## src/core/secp_pkg.sv

```systemverilog
// Purpose: shared constants and types for the serial config programmer
// Assumes: 125 MHz mclk, three-wire serial EEPROM of 64 x 16 bits
// Notes:   register window offsets are pointer values, not bus addresses
package secp_pkg;

  // timing
  localparam int CLK_PERIOD_NS = 8;
  localparam int SK_HALF_NS    = 1000;
  localparam int SK_HALF_CYC   =
    (SK_HALF_NS + CLK_PERIOD_NS - 1) / CLK_PERIOD_NS;
  localparam int WR_TMO_NS     = 10000000;
  localparam int WR_TMO_CYC    = WR_TMO_NS / CLK_PERIOD_NS;
  localparam int HCNT_W        = 7;
  localparam int TMO_W         = 21;

  // serial frame: start bit, 2 opcode bits, 6 address bits, 16 data bits
  localparam int          EE_ADDR_W  = 6;
  localparam logic [4:0]  HDR_BITS   = 5'd9;
  localparam logic [4:0]  FULL_BITS  = 5'd25;
  localparam logic [4:0]  RD_FIRST   = 5'd9;

  // indirect register window
  localparam logic [14:0] REG_EE_CMD   = 15'h0040;
  localparam logic [14:0] REG_EE_DATA  = 15'h0042;
  localparam logic [14:0] REG_SI_STAT  = 15'h0136;
  localparam logic [14:0] PTR_STEP     = 15'h0002;
  localparam int          PTR_AINC_BIT = 15;
  localparam int          SI_BUSY_BIT  = 8;
  localparam int          EE_PRES_BIT  = 9;
  localparam int          CSUM_OK_BIT  = 10;
  localparam int          CFG_DONE_BIT = 11;

  // command word fields and opcodes
  localparam int         CMD_OP_LSB = 8;
  localparam logic [1:0] OP_EXT     = 2'h0;
  localparam logic [1:0] OP_WRITE   = 2'h1;
  localparam logic [1:0] OP_READ    = 2'h2;
  localparam logic [1:0] OP_ERASE   = 2'h3;
  localparam logic [1:0] EXT_EWDS   = 2'h0;
  localparam logic [1:0] EXT_WRAL   = 2'h1;
  localparam logic [1:0] EXT_ERAL   = 2'h2;
  localparam logic [1:0] EXT_EWEN   = 2'h3;

  // configuration image layout and defaults
  localparam logic [7:0]  CFG_PRES_TAG = 8'ha1;
  localparam logic [15:0] DEF_CFG_WORD = 16'ha112;
  localparam logic [15:0] DEF_CSUM     = 16'h8100;
  localparam logic [15:0] END_MARK     = 16'hffff;
  localparam logic [15:0] IO_BASE_DEF  = 16'h0300;
  localparam logic [5:0]  IMG_IFACE    = 6'h01;
  localparam logic [5:0]  IMG_IOBASE   = 6'h02;
  localparam logic [5:0]  IMG_IRQ      = 6'h03;
  localparam logic [5:0]  IMG_DMA      = 6'h04;
  localparam logic [5:0]  IMG_STA0     = 6'h06;
  localparam logic [5:0]  IMG_STA1     = 6'h07;
  localparam logic [5:0]  IMG_STA2     = 6'h08;

  typedef enum logic [4:0] {
    SE_IDLE  = 5'b00001,
    SE_SHIFT = 5'b00010,
    SE_GAP   = 5'b00100,
    SE_POLL  = 5'b01000,
    SE_DONE  = 5'b10000
  } secp_se_t;

  typedef enum logic [2:0] {
    BT_ISSUE = 3'b001,
    BT_WAIT  = 3'b010,
    BT_DONE  = 3'b100
  } secp_bt_t;

endpackage : secp_pkg

```

## src/core/secp_eeprom_cfg.sv

```systemverilog
// Purpose: indirect register window with serial EEPROM programming
// Assumes: host strobes are single-cycle and synchronous to mclk
// Notes:   commands while the serial interface is busy are dropped
// Summary of operation
// - EEPROM holds 64 words of 16 bits
// - configuration read from EEPROM after every reset
// - host reprograms EEPROM through window registers only
// - seven serial operations started by command writes
// - word zero is presence flag and byte count
// - station address in three consecutive words
// - checksum makes byte sum of image zero
// - data port reaches pointed register, optional increment
// - I/O base address read from image, default 0x0300
`timescale 1ns/1ns
`default_nettype none
module secp_eeprom_cfg
  import secp_pkg::*;
#(
  parameter int TMO_CYC = WR_TMO_CYC
)(
  input  wire logic        mclk,
  input  wire logic        rstn,
  input  wire logic        ptr_wr,
  input  wire logic [15:0] ptr_wdata,
  output logic [15:0]      ptr_rdata,
  input  wire logic        data_wr,
  input  wire logic        data_rd,
  input  wire logic [15:0] data_wdata,
  output logic [15:0]      data_rdata,
  output logic             cfg_done,
  output logic             cfg_present,
  output logic             cfg_csum_ok,
  output logic [15:0]      cfg_iface,
  output logic [15:0]      io_base,
  output logic [15:0]      cfg_irq,
  output logic [15:0]      cfg_dma,
  output logic [47:0]      station_addr,
  output logic             ee_cs,
  output logic             ee_sk,
  output logic             ee_di,
  input  wire logic        ee_do
);

  logic [14:0]          indirect_reg_pointer;
  logic                 autoinc_r;
  logic [15:0]          cmd_r;
  logic [15:0]          eedata_r;
  logic                 host_rd_r;
  secp_bt_t             bt_r;
  logic [5:0]           widx_r;
  logic [5:0]           wlast_r;
  logic [7:0]           sum_r;
  logic [7:0]           wsum;
  logic                 si_busy;
  logic                 host_start;
  logic                 boot_start;
  logic                 eng_busy;
  logic                 eng_done;
  logic [15:0]          eng_rdata;
  logic [1:0]           eng_op;
  logic [EE_ADDR_W-1:0] eng_addr;
  logic [15:0]          stat_w;

  // host is locked out until the boot load has finished
  assign si_busy    = eng_busy || (bt_r != BT_DONE);
  assign host_start = data_wr && !si_busy &&
                      (indirect_reg_pointer == REG_EE_CMD);
  assign boot_start = (bt_r == BT_ISSUE) && !eng_busy;
  assign eng_op     = boot_start ? OP_READ :
                      data_wdata[CMD_OP_LSB+1:CMD_OP_LSB];
  assign eng_addr   = boot_start ? widx_r :
                      data_wdata[EE_ADDR_W-1:0];
  assign wsum       = sum_r + eng_rdata[15:8] + eng_rdata[7:0];
  assign ptr_rdata  = {autoinc_r, indirect_reg_pointer};
  assign cfg_done   = (bt_r == BT_DONE);

  secp_uwire #(
    .TMO_CYC (TMO_CYC)
  ) u_wire (
    .mclk  (mclk),
    .rstn  (rstn),
    .start (boot_start || host_start),
    .op    (eng_op),
    .addr  (eng_addr),
    .wdata (eedata_r),
    .busy  (eng_busy),
    .done  (eng_done),
    .rdata (eng_rdata),
    .ee_cs (ee_cs),
    .ee_sk (ee_sk),
    .ee_di (ee_di),
    .ee_do (ee_do)
  );

  // pointer and its optional auto-increment by one register
  always_ff @(posedge mclk or negedge rstn)
  begin
    if (!rstn)
    begin
      indirect_reg_pointer <= '0;
      autoinc_r            <= 1'b0;
    end
    else if (ptr_wr)
    begin
      indirect_reg_pointer <= ptr_wdata[14:0];
      autoinc_r            <= ptr_wdata[PTR_AINC_BIT];
    end
    else if (autoinc_r && (data_wr || data_rd))
      indirect_reg_pointer <= indirect_reg_pointer + PTR_STEP;
  end

  // command and data registers of the serial interface
  always_ff @(posedge mclk or negedge rstn)
  begin
    if (!rstn)
    begin
      cmd_r     <= '0;
      eedata_r  <= '0;
      host_rd_r <= 1'b0;
    end
    else
    begin
      if (host_start)
        cmd_r <= data_wdata;
      if (host_start)
        host_rd_r <= (eng_op == OP_READ);
      else if (eng_done)
        host_rd_r <= 1'b0;
      // read result wins over a stray host write in the same cycle
      if (eng_done && host_rd_r)
        eedata_r <= eng_rdata;
      else if (data_wr && indirect_reg_pointer == REG_EE_DATA)
        eedata_r <= data_wdata;
    end
  end

  // status word seen at the status pointer
  always_comb
  begin
    stat_w               = 16'h0000;
    stat_w[SI_BUSY_BIT]  = si_busy;
    stat_w[EE_PRES_BIT]  = cfg_present;
    stat_w[CSUM_OK_BIT]  = cfg_csum_ok;
    stat_w[CFG_DONE_BIT] = cfg_done;
  end

  // data port read, registered one cycle after the strobe
  always_ff @(posedge mclk or negedge rstn)
  begin
    if (!rstn)
      data_rdata <= '0;
    else if (data_rd)
    begin
      unique case (indirect_reg_pointer)
        REG_EE_CMD:  data_rdata <= cmd_r;
        REG_EE_DATA: data_rdata <= eedata_r;
        REG_SI_STAT: data_rdata <= stat_w;
        default:     data_rdata <= 16'h0000;
      endcase
    end
  end

  // boot loader walks the image from word zero
  always_ff @(posedge mclk or negedge rstn)
  begin
    if (!rstn)
    begin
      bt_r        <= BT_ISSUE;
      widx_r      <= '0;
      wlast_r     <= '0;
      sum_r       <= '0;
      cfg_present <= 1'b0;
      cfg_csum_ok <= 1'b0;
    end
    else
    begin
      unique case (bt_r)
        BT_ISSUE:
          if (!eng_busy)
            bt_r <= BT_WAIT;
        BT_WAIT:
          if (eng_done)
          begin
            sum_r <= wsum;
            if (widx_r == 6'h00)
            begin
              // low byte counts bytes that follow word zero
              cfg_present <= (eng_rdata[15:8] == CFG_PRES_TAG);
              wlast_r     <= eng_rdata[6:1];
              if (eng_rdata[15:8] != CFG_PRES_TAG ||
                  eng_rdata[6:1] == 6'h00)
              begin
                cfg_csum_ok <= (eng_rdata[15:8] == CFG_PRES_TAG) &&
                               (wsum == 8'h00);
                bt_r        <= BT_DONE;
              end
              else
              begin
                widx_r <= 6'h01;
                bt_r   <= BT_ISSUE;
              end
            end
            else if (widx_r == wlast_r)
            begin
              cfg_csum_ok <= (wsum == 8'h00);
              bt_r        <= BT_DONE;
            end
            else
            begin
              widx_r <= widx_r + 6'h01;
              bt_r   <= BT_ISSUE;
            end
          end
        BT_DONE:
          bt_r <= BT_DONE;
      endcase
    end
  end

  // loaded fields; an absent part leaves the board defaults
  always_ff @(posedge mclk or negedge rstn)
  begin
    if (!rstn)
    begin
      cfg_iface    <= '0;
      io_base      <= IO_BASE_DEF;
      cfg_irq      <= '0;
      cfg_dma      <= '0;
      station_addr <= '0;
    end
    else if (bt_r == BT_WAIT && eng_done && widx_r != 6'h00)
    begin
      unique case (widx_r)
        IMG_IFACE:  cfg_iface          <= eng_rdata;
        IMG_IOBASE: io_base            <= eng_rdata;
        IMG_IRQ:    cfg_irq            <= eng_rdata;
        IMG_DMA:    cfg_dma            <= eng_rdata;
        IMG_STA0:   station_addr[15:0] <= eng_rdata;
        IMG_STA1:   station_addr[31:16] <= eng_rdata;
        IMG_STA2:   station_addr[47:32] <= eng_rdata;
        default:    cfg_iface          <= cfg_iface;
      endcase
    end
  end
endmodule : secp_eeprom_cfg
`default_nettype wire

```

## src/core/secp_uwire.sv

```systemverilog
// Purpose: one serial EEPROM operation per start pulse
// Assumes: ee_do synchronous to mclk; caller holds eedata stable
// Notes:   write/erase ops poll the ready level before finishing
`timescale 1ns/1ns
`default_nettype none
module secp_uwire
  import secp_pkg::*;
#(
  parameter int TMO_CYC = WR_TMO_CYC
)(
  input  wire logic                 mclk,
  input  wire logic                 rstn,
  input  wire logic                 start,
  input  wire logic [1:0]           op,
  input  wire logic [EE_ADDR_W-1:0] addr,
  input  wire logic [15:0]          wdata,
  output logic                      busy,
  output logic                      done,
  output logic [15:0]               rdata,
  output logic                      ee_cs,
  output logic                      ee_sk,
  output logic                      ee_di,
  input  wire logic                 ee_do
);

  secp_se_t          st_r;
  logic [HCNT_W-1:0] hcnt_r;
  logic [TMO_W-1:0]  tmo_r;
  logic [24:0]       sh_r;
  logic [4:0]        bcnt_r;
  logic [4:0]        nbits_r;
  logic              poll_r;
  logic              rd_r;
  logic              tick;
  logic              ext_wr;
  logic              ext_er;

  // extended ops hide their sub-op in the top address bits
  assign ext_wr = (op == OP_EXT) && (addr[5:4] == EXT_WRAL);
  assign ext_er = (op == OP_EXT) && (addr[5:4] == EXT_ERAL);
  assign tick   = (hcnt_r == HCNT_W'(SK_HALF_CYC - 1));
  assign busy   = (st_r != SE_IDLE);
  assign done   = (st_r == SE_DONE);

  // half-period timer, held at zero outside shifting and gap
  always_ff @(posedge mclk or negedge rstn)
  begin
    if (!rstn)
      hcnt_r <= '0;
    else if ((st_r != SE_SHIFT && st_r != SE_GAP) || tick)
      hcnt_r <= '0;
    else
      hcnt_r <= hcnt_r + 1'b1;
  end

  // frame sequencer
  always_ff @(posedge mclk or negedge rstn)
  begin
    if (!rstn)
    begin
      st_r    <= SE_IDLE;
      ee_cs   <= 1'b0;
      ee_sk   <= 1'b0;
      ee_di   <= 1'b0;
      sh_r    <= '0;
      bcnt_r  <= '0;
      nbits_r <= '0;
      poll_r  <= 1'b0;
      rd_r    <= 1'b0;
      rdata   <= '0;
      tmo_r   <= '0;
    end
    else
    begin
      unique case (st_r)
        SE_IDLE:
          if (start)
          begin
            // 6-bit word address covers all 64 words
            sh_r    <= {1'b1, op, addr,
                        (op == OP_WRITE || ext_wr) ? wdata : 16'h0000};
            ee_di   <= 1'b1;
            ee_cs   <= 1'b1;
            bcnt_r  <= '0;
            nbits_r <= (op == OP_WRITE || op == OP_READ || ext_wr) ?
                       FULL_BITS : HDR_BITS;
            poll_r  <= (op == OP_WRITE) || (op == OP_ERASE) ||
                       ext_wr || ext_er;
            rd_r    <= (op == OP_READ);
            st_r    <= SE_SHIFT;
          end
        SE_SHIFT:
          if (tick && !ee_sk)
            ee_sk <= 1'b1;
          else if (tick)
          begin
            ee_sk  <= 1'b0;
            bcnt_r <= bcnt_r + 1'b1;
            sh_r   <= {sh_r[23:0], 1'b0};
            ee_di  <= sh_r[23];
            // data follows the dummy zero after the address
            if (rd_r && bcnt_r >= RD_FIRST)
              rdata <= {rdata[14:0], ee_do};
            if (bcnt_r == nbits_r - 5'd1)
            begin
              ee_cs <= 1'b0;
              ee_di <= 1'b0;
              st_r  <= poll_r ? SE_GAP : SE_DONE;
            end
          end
        SE_GAP:
          if (tick)
          begin
            ee_cs <= 1'b1;
            tmo_r <= '0;
            st_r  <= SE_POLL;
          end
        SE_POLL:
        begin
          tmo_r <= tmo_r + 1'b1;
          // the first poll cycle still sees the released line, skip it;
          // a dead part must not hang the window forever
          if ((ee_do && tmo_r != '0) || tmo_r == TMO_W'(TMO_CYC - 1))
          begin
            ee_cs <= 1'b0;
            st_r  <= SE_DONE;
          end
        end
        SE_DONE:
          st_r <= SE_IDLE;
      endcase
    end
  end

  localparam int SK_HI = SK_HALF_CYC;
endmodule : secp_uwire
`default_nettype wire

```

## config.mk

```make
export PLATFORM = sky130hd
export DESIGN_NAME = secp_eeprom_cfg
export DESIGN_NICKNAME = d
export VERILOG_FILES = /design/src/core/secp_pkg.sv /design/src/core/secp_eeprom_cfg.sv /design/src/core/secp_uwire.sv
export SDC_FILE = /design/constraint.sdc
export NUM_CORES = 1
export LEC_CHECK = 0
export BUFFER_PORTS_ARGS = -buffer_cell sky130_fd_sc_hd__buf_2
export CORE_MARGIN = 2
export CORE_UTILIZATION = 55
export CTS_BUF_LIST = sky130_fd_sc_hd__clkbuf_4
export DETAILED_ROUTE_END_ITERATION = 7
export PLACE_DENSITY = 0.88
export REMOVE_ABC_BUFFERS = 1
export SLEW_MARGIN = 20
export SYNTH_ARGS = -nofsm -noshare
export SYNTH_HDL_FRONTEND = slang
export SYNTH_SLANG_ARGS = --single-unit
```

## constraint.sdc

```tcl
create_clock -name mclk -period 7.5 [get_ports mclk]
set_input_delay 1.125 -clock mclk [delete_from_list [all_inputs] [get_ports mclk]]
set_output_delay 1.125 -clock mclk [all_outputs]
set_load 0.02 [all_outputs]
```

== Word level (Yosys, flattened, before mapping) ==
Index checks and enable logic that the tools add are counted.
Word-level totals
  logic and storage cells: 203
  register bits: 290
  output and inout bits: 150
Operators by class
  reduce and logical (&&, ||, !) cells: 63
  equality and inequality tests: 44
  $add $sub $neg: 8
  muxes and demuxes: 55
  magnitude comparators: 1
  bitwise operators: 1
Operators with widths (number)
  $mux W24: 3
  $mux W5: 11
  $mux W16: 3
  $pmux W16 S3: 1
  $pmux W24 S2: 1
  $pmux W21 S2: 1
  $eq A15 B7 Y1 const B: 2
  $mux W15: 2
  $pmux W5 S5: 1
  $mux W6: 4
  $reduce_and A2 Y1: 12
  $add A21 B1 Y21 const B: 1
  $eq A21 B21 Y1 const B: 1
  $mux W21: 1
  $reduce_bool A21 Y1: 1
  $eq A6 B3 Y1 const B: 3
  $add A8 B8 Y8: 2
  $mux W1: 16
  $reduce_and A4 Y1: 4
  $add A15 B2 Y15 const B: 1
  $eq A15 B9 Y1 const B: 1
  $logic_and A1 B1 Y1: 15
  $mux W3: 5
  $reduce_bool A2 Y1: 7
  46 further kinds: 73

== Depth between registers and ports, before layout ==
Gate-level depths: netlist of the first run.
  depth after elaboration: 10
  mapped depth: 12

== Cells and area by module ==
A second synthesis of the first run with hierarchy kept.
Second synthesis, totals
  cells, all modules: 1167
  area, all modules: 13321.5 um^2
By module, submodules not included
  secp_eeprom_cfg: sequential area each 5058.6 um^2, cells an instance 733, area an instance 9136.3 um^2, instances 1
  secp_uwire: sequential area each 2128.3 um^2, cells an instance 434, area an instance 4185.3 um^2, instances 1

== Worst setup path after synthesis of the first run ==
OpenSTA, ideal clock, no wires.
  kind: reg-to-reg
  start point: register u_wire.st_r[0]
  end point: register u_wire.sh_r[13]
  stages on the path, launching flop included: 12
  buffers on the path: 3
  slack: 4.659 ns
  setup time: 0.072 ns
  data arrival time: 2.769 ns
  cell sequence: dfstp_2 > clkbuf_1 > nor2b_1 > nand3_1 > clkbuf_1 > nand2_1 > ha_1 > o21ai_0 > a21oi_1 > clkbuf_1 > a221oi_1 > nor2_1
Between the ends
  cells in the longest elaborated chain, start to end: 10
  elaborated cells on any way between the ends: 25
  classes of those cells: eq/ne (8); mux (5); reduce/logical (12)
RTL lines
  start, declared: line secp_uwire.sv:26  | secp_se_t st_r;
  start signal, assigned: line secp_uwire.sv:108  | st_r <= poll_r ? SE_GAP : SE_DONE;
  $ne A5 B1 Y1: line secp_uwire.sv:42  | assign busy = (st_r != SE_IDLE);
  $logic_not A1 Y1
  $logic_and A1 B1 Y1: line secp_eeprom_cfg.sv:68  | assign boot_start = (bt_r == BT_ISSUE) && !eng_busy;
  $mux W6 or $mux W2 (tied branches): line secp_eeprom_cfg.sv:71, secp_eeprom_cfg.sv:69
  $eq A2 B1 Y1 or $logic_not A2 Y1 (tied branches): line secp_uwire.sv:39  | assign ext_wr = (op == OP_EXT) && (addr[5:4] == EXT_WRAL);
  $logic_and A1 B1 Y1: line secp_uwire.sv:39
  $logic_or A1 B1 Y1: line secp_uwire.sv:81  | (op == OP_WRITE || ext_wr) ? wdata : 16'h0000};
  $mux W16: line secp_uwire.sv:81
  $mux W24: line secp_uwire.sv:77  | if (start)
  $pmux W24 S2: line secp_uwire.sv:75  | unique case (st_r)
  end signal, assigned: line secp_uwire.sv:80  | sh_r <= {1'b1, op, addr,
  end signal, assigned: line secp_uwire.sv:99  | sh_r <= {sh_r[23:0], 1'b0};
  end, declared: line secp_uwire.sv:29  | logic [24:0] sh_r;
Several ways; a longest one is shown, not always the timed one. The select of a mux whose other input is x is not followed.
A chain may end at the register's enable or synchronous reset.

== Final worst setup path of the first run ==
  start point: register bt_r[2]
  end point: output cfg_done
Between the ends
  cells in the longest elaborated chain, start to end: 1
RTL lines
  start, declared: line secp_eeprom_cfg.sv:49  | secp_bt_t bt_r;
  start signal, assigned: line secp_eeprom_cfg.sv:168  | bt_r <= BT_ISSUE;
  start signal, assigned: line secp_eeprom_cfg.sv:180  | bt_r <= BT_WAIT;
  start signal, assigned: line secp_eeprom_cfg.sv:195  | bt_r <= BT_DONE;
  $eq A3 B3 Y1: line secp_eeprom_cfg.sv:75  | assign cfg_done = (bt_r == BT_DONE);
  end, declared: line secp_eeprom_cfg.sv:30  | output logic cfg_done,
No other way between the ends.

==> implementation parameters, run 1 <==
Parameter                              Value

Outcome
  Status ... finished, final reports clean

GRT
  Global-route total usage across every layer ... 27.2%
  Wire length of the first global-routing pass ... 53600 um
  Via count of the first global-routing pass ... 10400
  Maximum number of pins on one net before global-route repair ... 173
  Antenna violations before repair ... 3
  Total congestion overflow after global routing ... 0

Final layout
  Sequential standard cell area ... 7190 um^2
  Footprint of the multi-input gates ... ~5500 um^2
  Share of final-layout standard cells stronger than drive strength 1 ... roughly 36%
  Fill cell instance count of the final layout ... approximately 1800
  Summed area of non-filler cells in the final layout ... 15200 um^2
  Layout overhead on the synthesized area ... 16.5%
  Number of nets in the layout ... 1403
  Final Util ... 65.1%

STA
  Number of hold-slack violations in the final timing report ... 0
  Portion of the clock cycle consumed by the worst path in the final layout ... 44.0%
  Count of endpoints failing setup in the final report ... 0
  Largest clock skew in the final design ... 0.0695 ns
  RSZ-0062 raised after global routing ... false
  Min cycle time layout ... 3.30 ns
  Number of max-slew violations in the final report ... 0
  Worst slew margin relative to its limit ... 26.8%
  Final WS setup ... about 4.2 ns
  Setup TNS ... 0 ns
  Maximum achievable frequency ... 303 MHz
  Transition time at the pin with the least slew margin ... 1.09 ns

Drt
  First-pass detailed-route iteration total ... 5
  Total via count in the routed design ... 9974
  Average wire per standard cell ... roughly 19 um
  Detail-routed via count per cell ... ~6
  Aggregate routed wire length ... ~33000 um
  Post-DRT Antenna Nets ... 0
  Detailed router's first-iteration violation count ... 758
  DRC violation count after routing ... 0

Pwr
  Cell Pwr Density ... 201 nW/um^2
  Max IR drop VDD ... 0.000143 V
  Leakage component of the power ... around 7.9 nW

Floorplanning
  Initial Util ... ~56%
  Placeable Area ... around 23000 um^2
  Placement Rows ... 56
  Die H ... 158 um
  IO Pins ... 188
  Die W ... 158 um
  DIE AREA ... between 20000 and 30000 um^2

Clocking
  Maximum level of the CTS H-tree ... 3
  Setup Buffers After CTS ... 0
  CTS resizes ... 0
  Clock sink count ... between 200 and 300
  Number of buffers added to fix hold violations after cts ... 0
  Root buffer cell ... sky130_fd_sc_hd__clkbuf_4
  CTS tree ... done
  CTS Buf Count ... 75
  Register clock-pin slew on the reported worst setup and hold paths ... 0.06 ns
  Maximum number of buffers from clock root to sink ... 3
  Clock latency at the later pin of the worst-skew pair ... about 0.72 ns

Yosys
  Portion of the post-synthesis area used by sequential elements ... 55.0%
  Number of flip-flops and latches in the synthesized netlist ... 287
  Most common cell in the netlist ... sky130_fd_sc_hd__dfrtp_1
  Cell accounting for the most synthesized area ... sky130_fd_sc_hd__dfrtp_1
  Cells after synthesis ... 1127
  Most common flop cell mapped by yosys ... sky130_fd_sc_hd__dfrtp_1
  Number of warnings issued by yosys ... 0
  Post-synthesis cell area ... 13100 um^2
  Post-synthesis cell type count ... 62
  Synth top area cells ... sky130_fd_sc_hd__dfrtp_1 (54%), sky130_fd_sc_hd__mux2_2 (14%), sky130_fd_sc_hd__o21ai_0 (3.0%)
  Mean Syn Cell Area ... 11.6 um^2
  Async S/R FF share, synth ... 100%
  Ranking of synthesized cells by instance count ... sky130_fd_sc_hd__dfrtp_1 (283), sky130_fd_sc_hd__mux2_2 (158), sky130_fd_sc_hd__nand2_1 (86)
  Count of flip-flops with a built-in enable after synthesis ... 0
  Yosys top cell area share ... 54.2%

Critical path
  Crit path launch type ... flop
  Crit. End Element ... output pin
  Number of cells traversed by the worst register-to-register path ... 6
  CP Class ... flop to output pin
  CP Data Arrival Time ... 2.17 ns
  Peak fanout along the critical path ... 7
  CP required ... 6.38 ns

Placed design
  Number of buffer cells added on primary ports ... 187
  Routability-driven placement congestion ratio ... 0.873
  Pre-CTS worst setup slack ... ~4 ns
  Detailed placer's ending HPWL ... 21500 um
  Placement-stage cell area ... 14200 um^2

Run
  Total of max-cap violations ... 0

Min path
  Worst hold-check path type ... flop to flop
  Count of cells along the worst hold path ... 1
[routing by layer]
| metal | vias to the layer above | global-route usage, % | share of wire [%] |
|---|---|---|---|
| li1 | 4473 | - | - |
| met5 | - | 0 | 0 |
| met1 | 5021 | 34.5 | 41 |
| met4 | 0 | 11.5 | 2.6 |
| met3 | 75 | 7.61 | 7.6 |
| met2 | 405 | 44.3 | 49 |
[final timing paths]
kind	startpoint	to	slack, ns
min in group asynchronous	rstn	u_wire.tmo_r[16]$_DFFE_PN0P_	0.53
hold reg to reg	u_wire.sh_r[19]$_DFFE_PN0P_	u_wire.sh_r[19]$_DFFE_PN0P_	0.48
setup / recovery	bt_r[2]$_DFFE_PN0P_	cfg_done	4.20
hold / removal	u_wire.sh_r[19]$_DFFE_PN0P_	u_wire.sh_r[19]$_DFFE_PN0P_	0.48
max in group asynchronous	rstn	cfg_dma[15]$_DFFE_PN0P_	5.59
setup reg to reg	u_wire.st_r[1]$_DFFE_PN0P_	cfg_irq[4]$_DFFE_PN0P_	4.21
[state kept, by name, indices dropped and copies added, names as in the netlist, 6 cells and up]
signal / count
data_rdata: 16
widx_r: 6
station_addr: 48
u_wire.tmo_r: 21
cfg_irq: 16
indirect_reg_pointer: 15
cfg_iface: 16
cfg_dma: 16
u_wire.rdata: 16
sum_r: 8
wlast_r: 6
u_wire.sh_r: 24
io_base: 16
u_wire.hcnt_r: 7
eedata_r: 16
cmd_r: 16
[final cells by class]
class	instances	area share (%)
sequential	287	47.2
multi-input combinational	741	36.3
timing repair buffer	194	6.64
clock buffer	108	5.32
tap	319	2.62
clock inverter	20	0.970
inverter	38	0.937
antenna	3	0.0493
[report_power, final]
group	internal, W	switching (W)
Combinational	0.0000305	0.0000703
Sequential	0.00156	0.0000160
Clock	0.000733	0.000646
Total	0.00232	0.000733
[worst max-delay path, cell delays in order, from the launching register on]
cell and delay (ns):
sky130_fd_sc_hd__dfrtp_1 0.47, sky130_fd_sc_hd__nor3b_1 0.72, sky130_fd_sc_hd__buf_2 0.32
[cells in the final DEF (no fill, tap or decap), types with 7 or more instances in the layout]
| master | netlist | routed |
|---|---|---|
| sky130_fd_sc_hd__a21o_1 | 7 | 7 |
| sky130_fd_sc_hd__a21oi_1 | 24 | 23 |
| sky130_fd_sc_hd__a221oi_1 | 15 | 15 |
| sky130_fd_sc_hd__a22oi_1 | 12 | 12 |
| sky130_fd_sc_hd__a31oi_1 | 7 | 7 |
| sky130_fd_sc_hd__and2_1 | 7 | 7 |
| sky130_fd_sc_hd__and3_1 | 7 | 7 |
| sky130_fd_sc_hd__buf_2 | 12 | 186 |
| sky130_fd_sc_hd__clkbuf_4 | 0 | 108 |
| sky130_fd_sc_hd__clkinv_1 | 0 | 12 |
| sky130_fd_sc_hd__dfrtp_1 | 283 | 283 |
| sky130_fd_sc_hd__fa_1 | 8 | 8 |
| sky130_fd_sc_hd__ha_1 | 20 | 20 |
| sky130_fd_sc_hd__inv_1 | 38 | 38 |
| sky130_fd_sc_hd__mux2_2 | 158 | 158 |
| sky130_fd_sc_hd__mux2i_1 | 25 | 25 |
| sky130_fd_sc_hd__nand2_1 | 86 | 86 |
| sky130_fd_sc_hd__nand2b_1 | 9 | 9 |
| sky130_fd_sc_hd__nand3_1 | 25 | 25 |
| sky130_fd_sc_hd__nand4_1 | 14 | 14 |
| sky130_fd_sc_hd__nor2_1 | 85 | 85 |
| sky130_fd_sc_hd__nor3_1 | 10 | 8 |
| sky130_fd_sc_hd__nor4_1 | 7 | 7 |
| sky130_fd_sc_hd__o21ai_0 | 79 | 79 |
| sky130_fd_sc_hd__o22ai_1 | 19 | 19 |
| sky130_fd_sc_hd__xnor2_1 | 25 | 25 |
| sky130_fd_sc_hd__xor2_1 | 14 | 14 |
[stage by stage]
stage / std cells / hold slack (ns) / total power [W]
2_1_floorplan: 1066 / 0.447 / 0.00164
3_3_place_gp: 1579 / 0.459 / 0.00170
3_5_place_dp: 1579 / 0.467 / 0.00170
4_1_cts: 1707 / 0.480 / 0.00308
5_1_grt: 1710 / 0.504 / 0.00317
6_report: 1710 / 0.481 / 0.00305
[cell families (layout without fill, tap and decap cells)]
kind of cell | Yosys count | after routing | share of synthesized area (%)
AO/OA/AOI/OAI | 200 | 200 | 9.67
XOR/XNOR | 39 | 39 | 2.61
adder cells (fa/ha/maj) | 28 | 28 | 3.14
buffers and inverters | 99 | 360 | 3.13
flip-flops | 287 | 287 | 55.0
multiplexers | 183 | 183 | 15.5
other | 0 | 3 | 0
AND/OR/NAND/NOR | 291 | 291 | 11.0
Power figures use the tool's default switching activity.
==> inputs of run 2 (changes only) <==
--- a/config.mk
+++ b/config.mk
@@ -7,10 +7,10 @@
 export LEC_CHECK = 0
 export BUFFER_PORTS_ARGS = -buffer_cell sky130_fd_sc_hd__buf_2
 export CORE_MARGIN = 2
-export CORE_UTILIZATION = 55
+export CORE_UTILIZATION = 54
 export CTS_BUF_LIST = sky130_fd_sc_hd__clkbuf_4
 export DETAILED_ROUTE_END_ITERATION = 7
-export PLACE_DENSITY = 0.88
+export PLACE_DENSITY = 0.9
 export REMOVE_ABC_BUFFERS = 1
 export SLEW_MARGIN = 20
 export SYNTH_ARGS = -nofsm -noshare
==> constraint.sdc (replaced) <==
create_clock -name mclk -period 2.72 [get_ports mclk]
set_input_delay 0.408 -clock mclk [delete_from_list [all_inputs] [get_ports mclk]]
set_output_delay 0.408 -clock mclk [all_outputs]
set_load 0.02 [all_outputs]
==> run 2 against run 1 <==
  * Final area grew 5.1%
  * Total power grew to 2.8 times the previous value
  * Utilization grew 2.7 points
  * First-iteration DRC count shrank 3.7%
  * Largest cell class unchanged
  * Worst hold slack lost 0.43 ns
  * Clock power grew to 2.8 times the previous value
  * Sequential cell count is the same
==> implementation parameters, run 2 (synthesis gave the netlist of run 1 again) <==
Parameter                              Value

Clocking
  Maximum number of buffers from clock root to sink ... 3
  Clock latency at the later pin of the worst-skew pair ... 0.70 ns
  Root buffer cell ... sky130_fd_sc_hd__clkbuf_4
  CTS tree ... done
  CTS Buf Count ... 76
  Clock sink count ... 287
  Register clock-pin slew on the reported worst setup and hold paths ... 0.07 ns
  Maximum level of the CTS H-tree ... 3
  Setup Buffers After CTS ... 0

GRT
  Via count of the first global-routing pass ... 10900
  Maximum number of pins on one net before global-route repair ... 74
  Total congestion overflow after global routing ... 0
  Antenna violations before repair ... 2
  Wire length of the first global-routing pass ... 55400 um
  Global-route total usage across every layer ... 27.0%

Final layout
  Top register by number of flip-flops ... station_addr
  Commonest cells after routing, fill and taps aside ... sky130_fd_sc_hd__dfrtp_1 (283), sky130_fd_sc_hd__buf_2 (186), sky130_fd_sc_hd__mux2_2 (158)
  Number of nets in the layout ... roughly 1500
  Number of standard cells in the final layout excluding fillers ... 1794
  Layout overhead on the synthesized area ... 22.4%
  Share of final-layout standard cells stronger than drive strength 1 ... 37.9%
  Most frequent standard cell in the layout excluding fill and tap cells ... sky130_fd_sc_hd__dfrtp_1
  Registers with the most flip-flops ... station_addr x48, u_wire.sh_r x24, u_wire.tmo_r x21
  Summed area of non-filler cells in the final layout ... 16000 um^2
  Largest register FFs ... 48
  Final Util ... between 60% and 70%

STA
  Final WS setup ... 0.0871 ns
  Count of endpoints failing setup in the final report ... 0
  RSZ-0062 raised after global routing ... true
  Min cycle time layout ... 2.63 ns
  Transition time at the pin with the least slew margin ... slightly above 0.7 ns
  Worst slew margin relative to its limit ... 51.8%
  Largest clock skew in the final design ... 0.0478 ns
  Maximum achievable frequency ... 380 MHz
  Portion of the clock cycle consumed by the worst path in the final layout ... 96.8%
  Setup TNS ... 0 ns
  Number of hold-slack violations in the final timing report ... 0
  Number of max-slew violations in the final report ... 0

Outcome
  Status ... finished, final reports clean

Pwr
  Max IR drop VDD ... 0.000538 V
  Internal power consumption ... 0.00644 W
  Cell Pwr Density ... approximately 530 nW/um^2
  Combinational cell fraction of total power ... 3.9%
  Switching portion of total power ... 24.0%
  Sw Pwr ... just over 0.002 W
  Clk network pwr share ... 44.9%
  Relative contribution of sequential cells to total power ... a little over 50%
  Leakage component of the power ... 8.35 nW

Drt
  DRC violation count after routing ... 0
  First-pass detailed-route iteration total ... 6
  Post-DRT Antenna Nets ... 0
  Detailed router's first-iteration violation count ... 730
  Average wire per standard cell ... 19.0 um
  Aggregate routed wire length ... 34100 um
  Detail-routed via count per cell ... 5.77
  Total via count in the routed design ... roughly 10000

Placed design
  Total placed cells including tap cells ... 1631
  Number of buffer cells added on primary ports ... 187
  Detailed placer's ending HPWL ... 23000 um
  Placement-stage cell area ... 14700 um^2
  Pre-CTS worst setup slack ... -0.0750 ns
  Routability-driven placement congestion ratio ... approximately 0.9

Min path
  Worst hold-check path type ... primary input to flop
  Count of cells along the worst hold path ... 2
  Startpoint of the most critical hold path ... data_wdata[9]

Critical path
  Register-to-Register Setup Slack ... 0.09 ns
  CP Class ... flop to flop
  CP Data Arrival Time ... 3.17 ns
  Number of cells traversed by the worst register-to-register path ... 6
  Peak fanout along the critical path ... 18
  Crit path launch type ... flop
  Worst setup startpoint ... u_wire.st_r[1]$_DFFE_PN0P_
  CP required ... 3.26 ns
  Crit. End Element ... flop
  Worst reg2reg path startpoint ... u_wire.st_r[1]$_DFFE_PN0P_
  Timing endpoint of the critical path ... station_addr[5]$_DFFE_PN0P_
  End of the worst register-to-register path ... station_addr[5]$_DFFE_PN0P_

Run
  Total of max-cap violations ... 0

Floorplanning
  Placeable Area ... around 24000 um^2
  Die H ... 160 um
  Initial Util ... 55.4%
  IO Pins ... 188
  DIE AREA ... 25500 um^2
  Placement Rows ... 56
  Die W ... between 150 and 200 um
[run 2: cell types whose count changed in the layout (fill, tap and decap cells not counted), moves of 2 or more]
cell	before	now
sky130_fd_sc_hd__buf_4	6	51
sky130_fd_sc_hd__dlygate4sd3_1	0	30
sky130_fd_sc_hd__buf_12	1	8
sky130_fd_sc_hd__clkbuf_4	108	114
sky130_fd_sc_hd__clkinv_1	12	10
sky130_fd_sc_hd__diode_2	3	1
sky130_fd_sc_hd__ha_1	20	18
sky130_fd_sc_hd__ha_2	0	2
[run 2: worst max-delay path: stages (launching register included)]
cell	delay (ns)
sky130_fd_sc_hd__dfrtp_1	0.44
sky130_fd_sc_hd__or4b_4	0.61
sky130_fd_sc_hd__nor4_4	0.29
sky130_fd_sc_hd__buf_4	0.21
sky130_fd_sc_hd__and3_1	0.25
sky130_fd_sc_hd__nand2_2	0.34
sky130_fd_sc_hd__mux2_2	0.39
[run 2: worst min path at each step]
stage	end	slack, ns
4_1_cts	cmd_r[9]$_DFFE_PN0P_	0.005
3_3_place_gp	u_wire.ee_sk$_DFFE_PN0P_	0.40
3_5_place_dp	u_wire.tmo_r[5]$_DFFE_PN0P_	0.41
2_1_floorplan	autoinc_r$_DFFE_PN0P_	0.11
5_1_grt	cmd_r[9]$_DFFE_PN0P_	0.02
6_report	cmd_r[9]$_DFFE_PN0P_	0.05
[run 2: repair_timing]
| item | in CTS | in global routing |
|---|---|---|
| pin swaps | 0 | 2 |
| endpoints found under the hold margin | 89 | 0 |
| resized for setup | 1 | 6 |
| endpoints found under the setup margin | 15 | 22 |
| hold buffers | 30 | 0 |
| gates cloned | 0 | 0 |
[run 2: area by class of cell]
class / instances / area (um^2)
fillers: 1693 / 7610
flip-flops and latches: 287 / 7190
repair buffers: 276 / 1790
diodes: 1 / 2.50
multi-input cells: 741 / 5510
clock buffers: 114 / 856
well taps: 319 / 399
clock inverters: 18 / 118
inverters: 38 / 143
[run 2: layer usage]
| metal | global-route usage [%] | wire, um | vias to the layer above |
|---|---|---|---|
| li1 | - | - | 4625 |
| met4 | 11.9 | 988 | 2 |
| met3 | 7.68 | 2870 | 88 |
| met2 | 45.1 | 17000 | 459 |
| met5 | 0 | 17 | - |
| met1 | 32.6 | 13200 | 5170 |
[run 2: power by group through the flow]
stage	clock (W)	sequential, W	combinational (W)
detailed placement	0	0.00442	0.000299
finish	0.00380	0.00434	0.000331
global route	0.00410	0.00434	0.000369
floorplan	0	0.00444	0.0000735
global placement	0	0.00441	0.000292
CTS	0.00388	0.00434	0.000335
[run 2: metrics by stage]
step	power [W]	hold slack, ns
after floorplan	0.00451	0.112
after global placement	0.00471	0.395
after detailed placement	0.00472	0.411
after CTS	0.00855	0.00518
after global routing	0.00881	0.0236
final	0.00847	0.0510
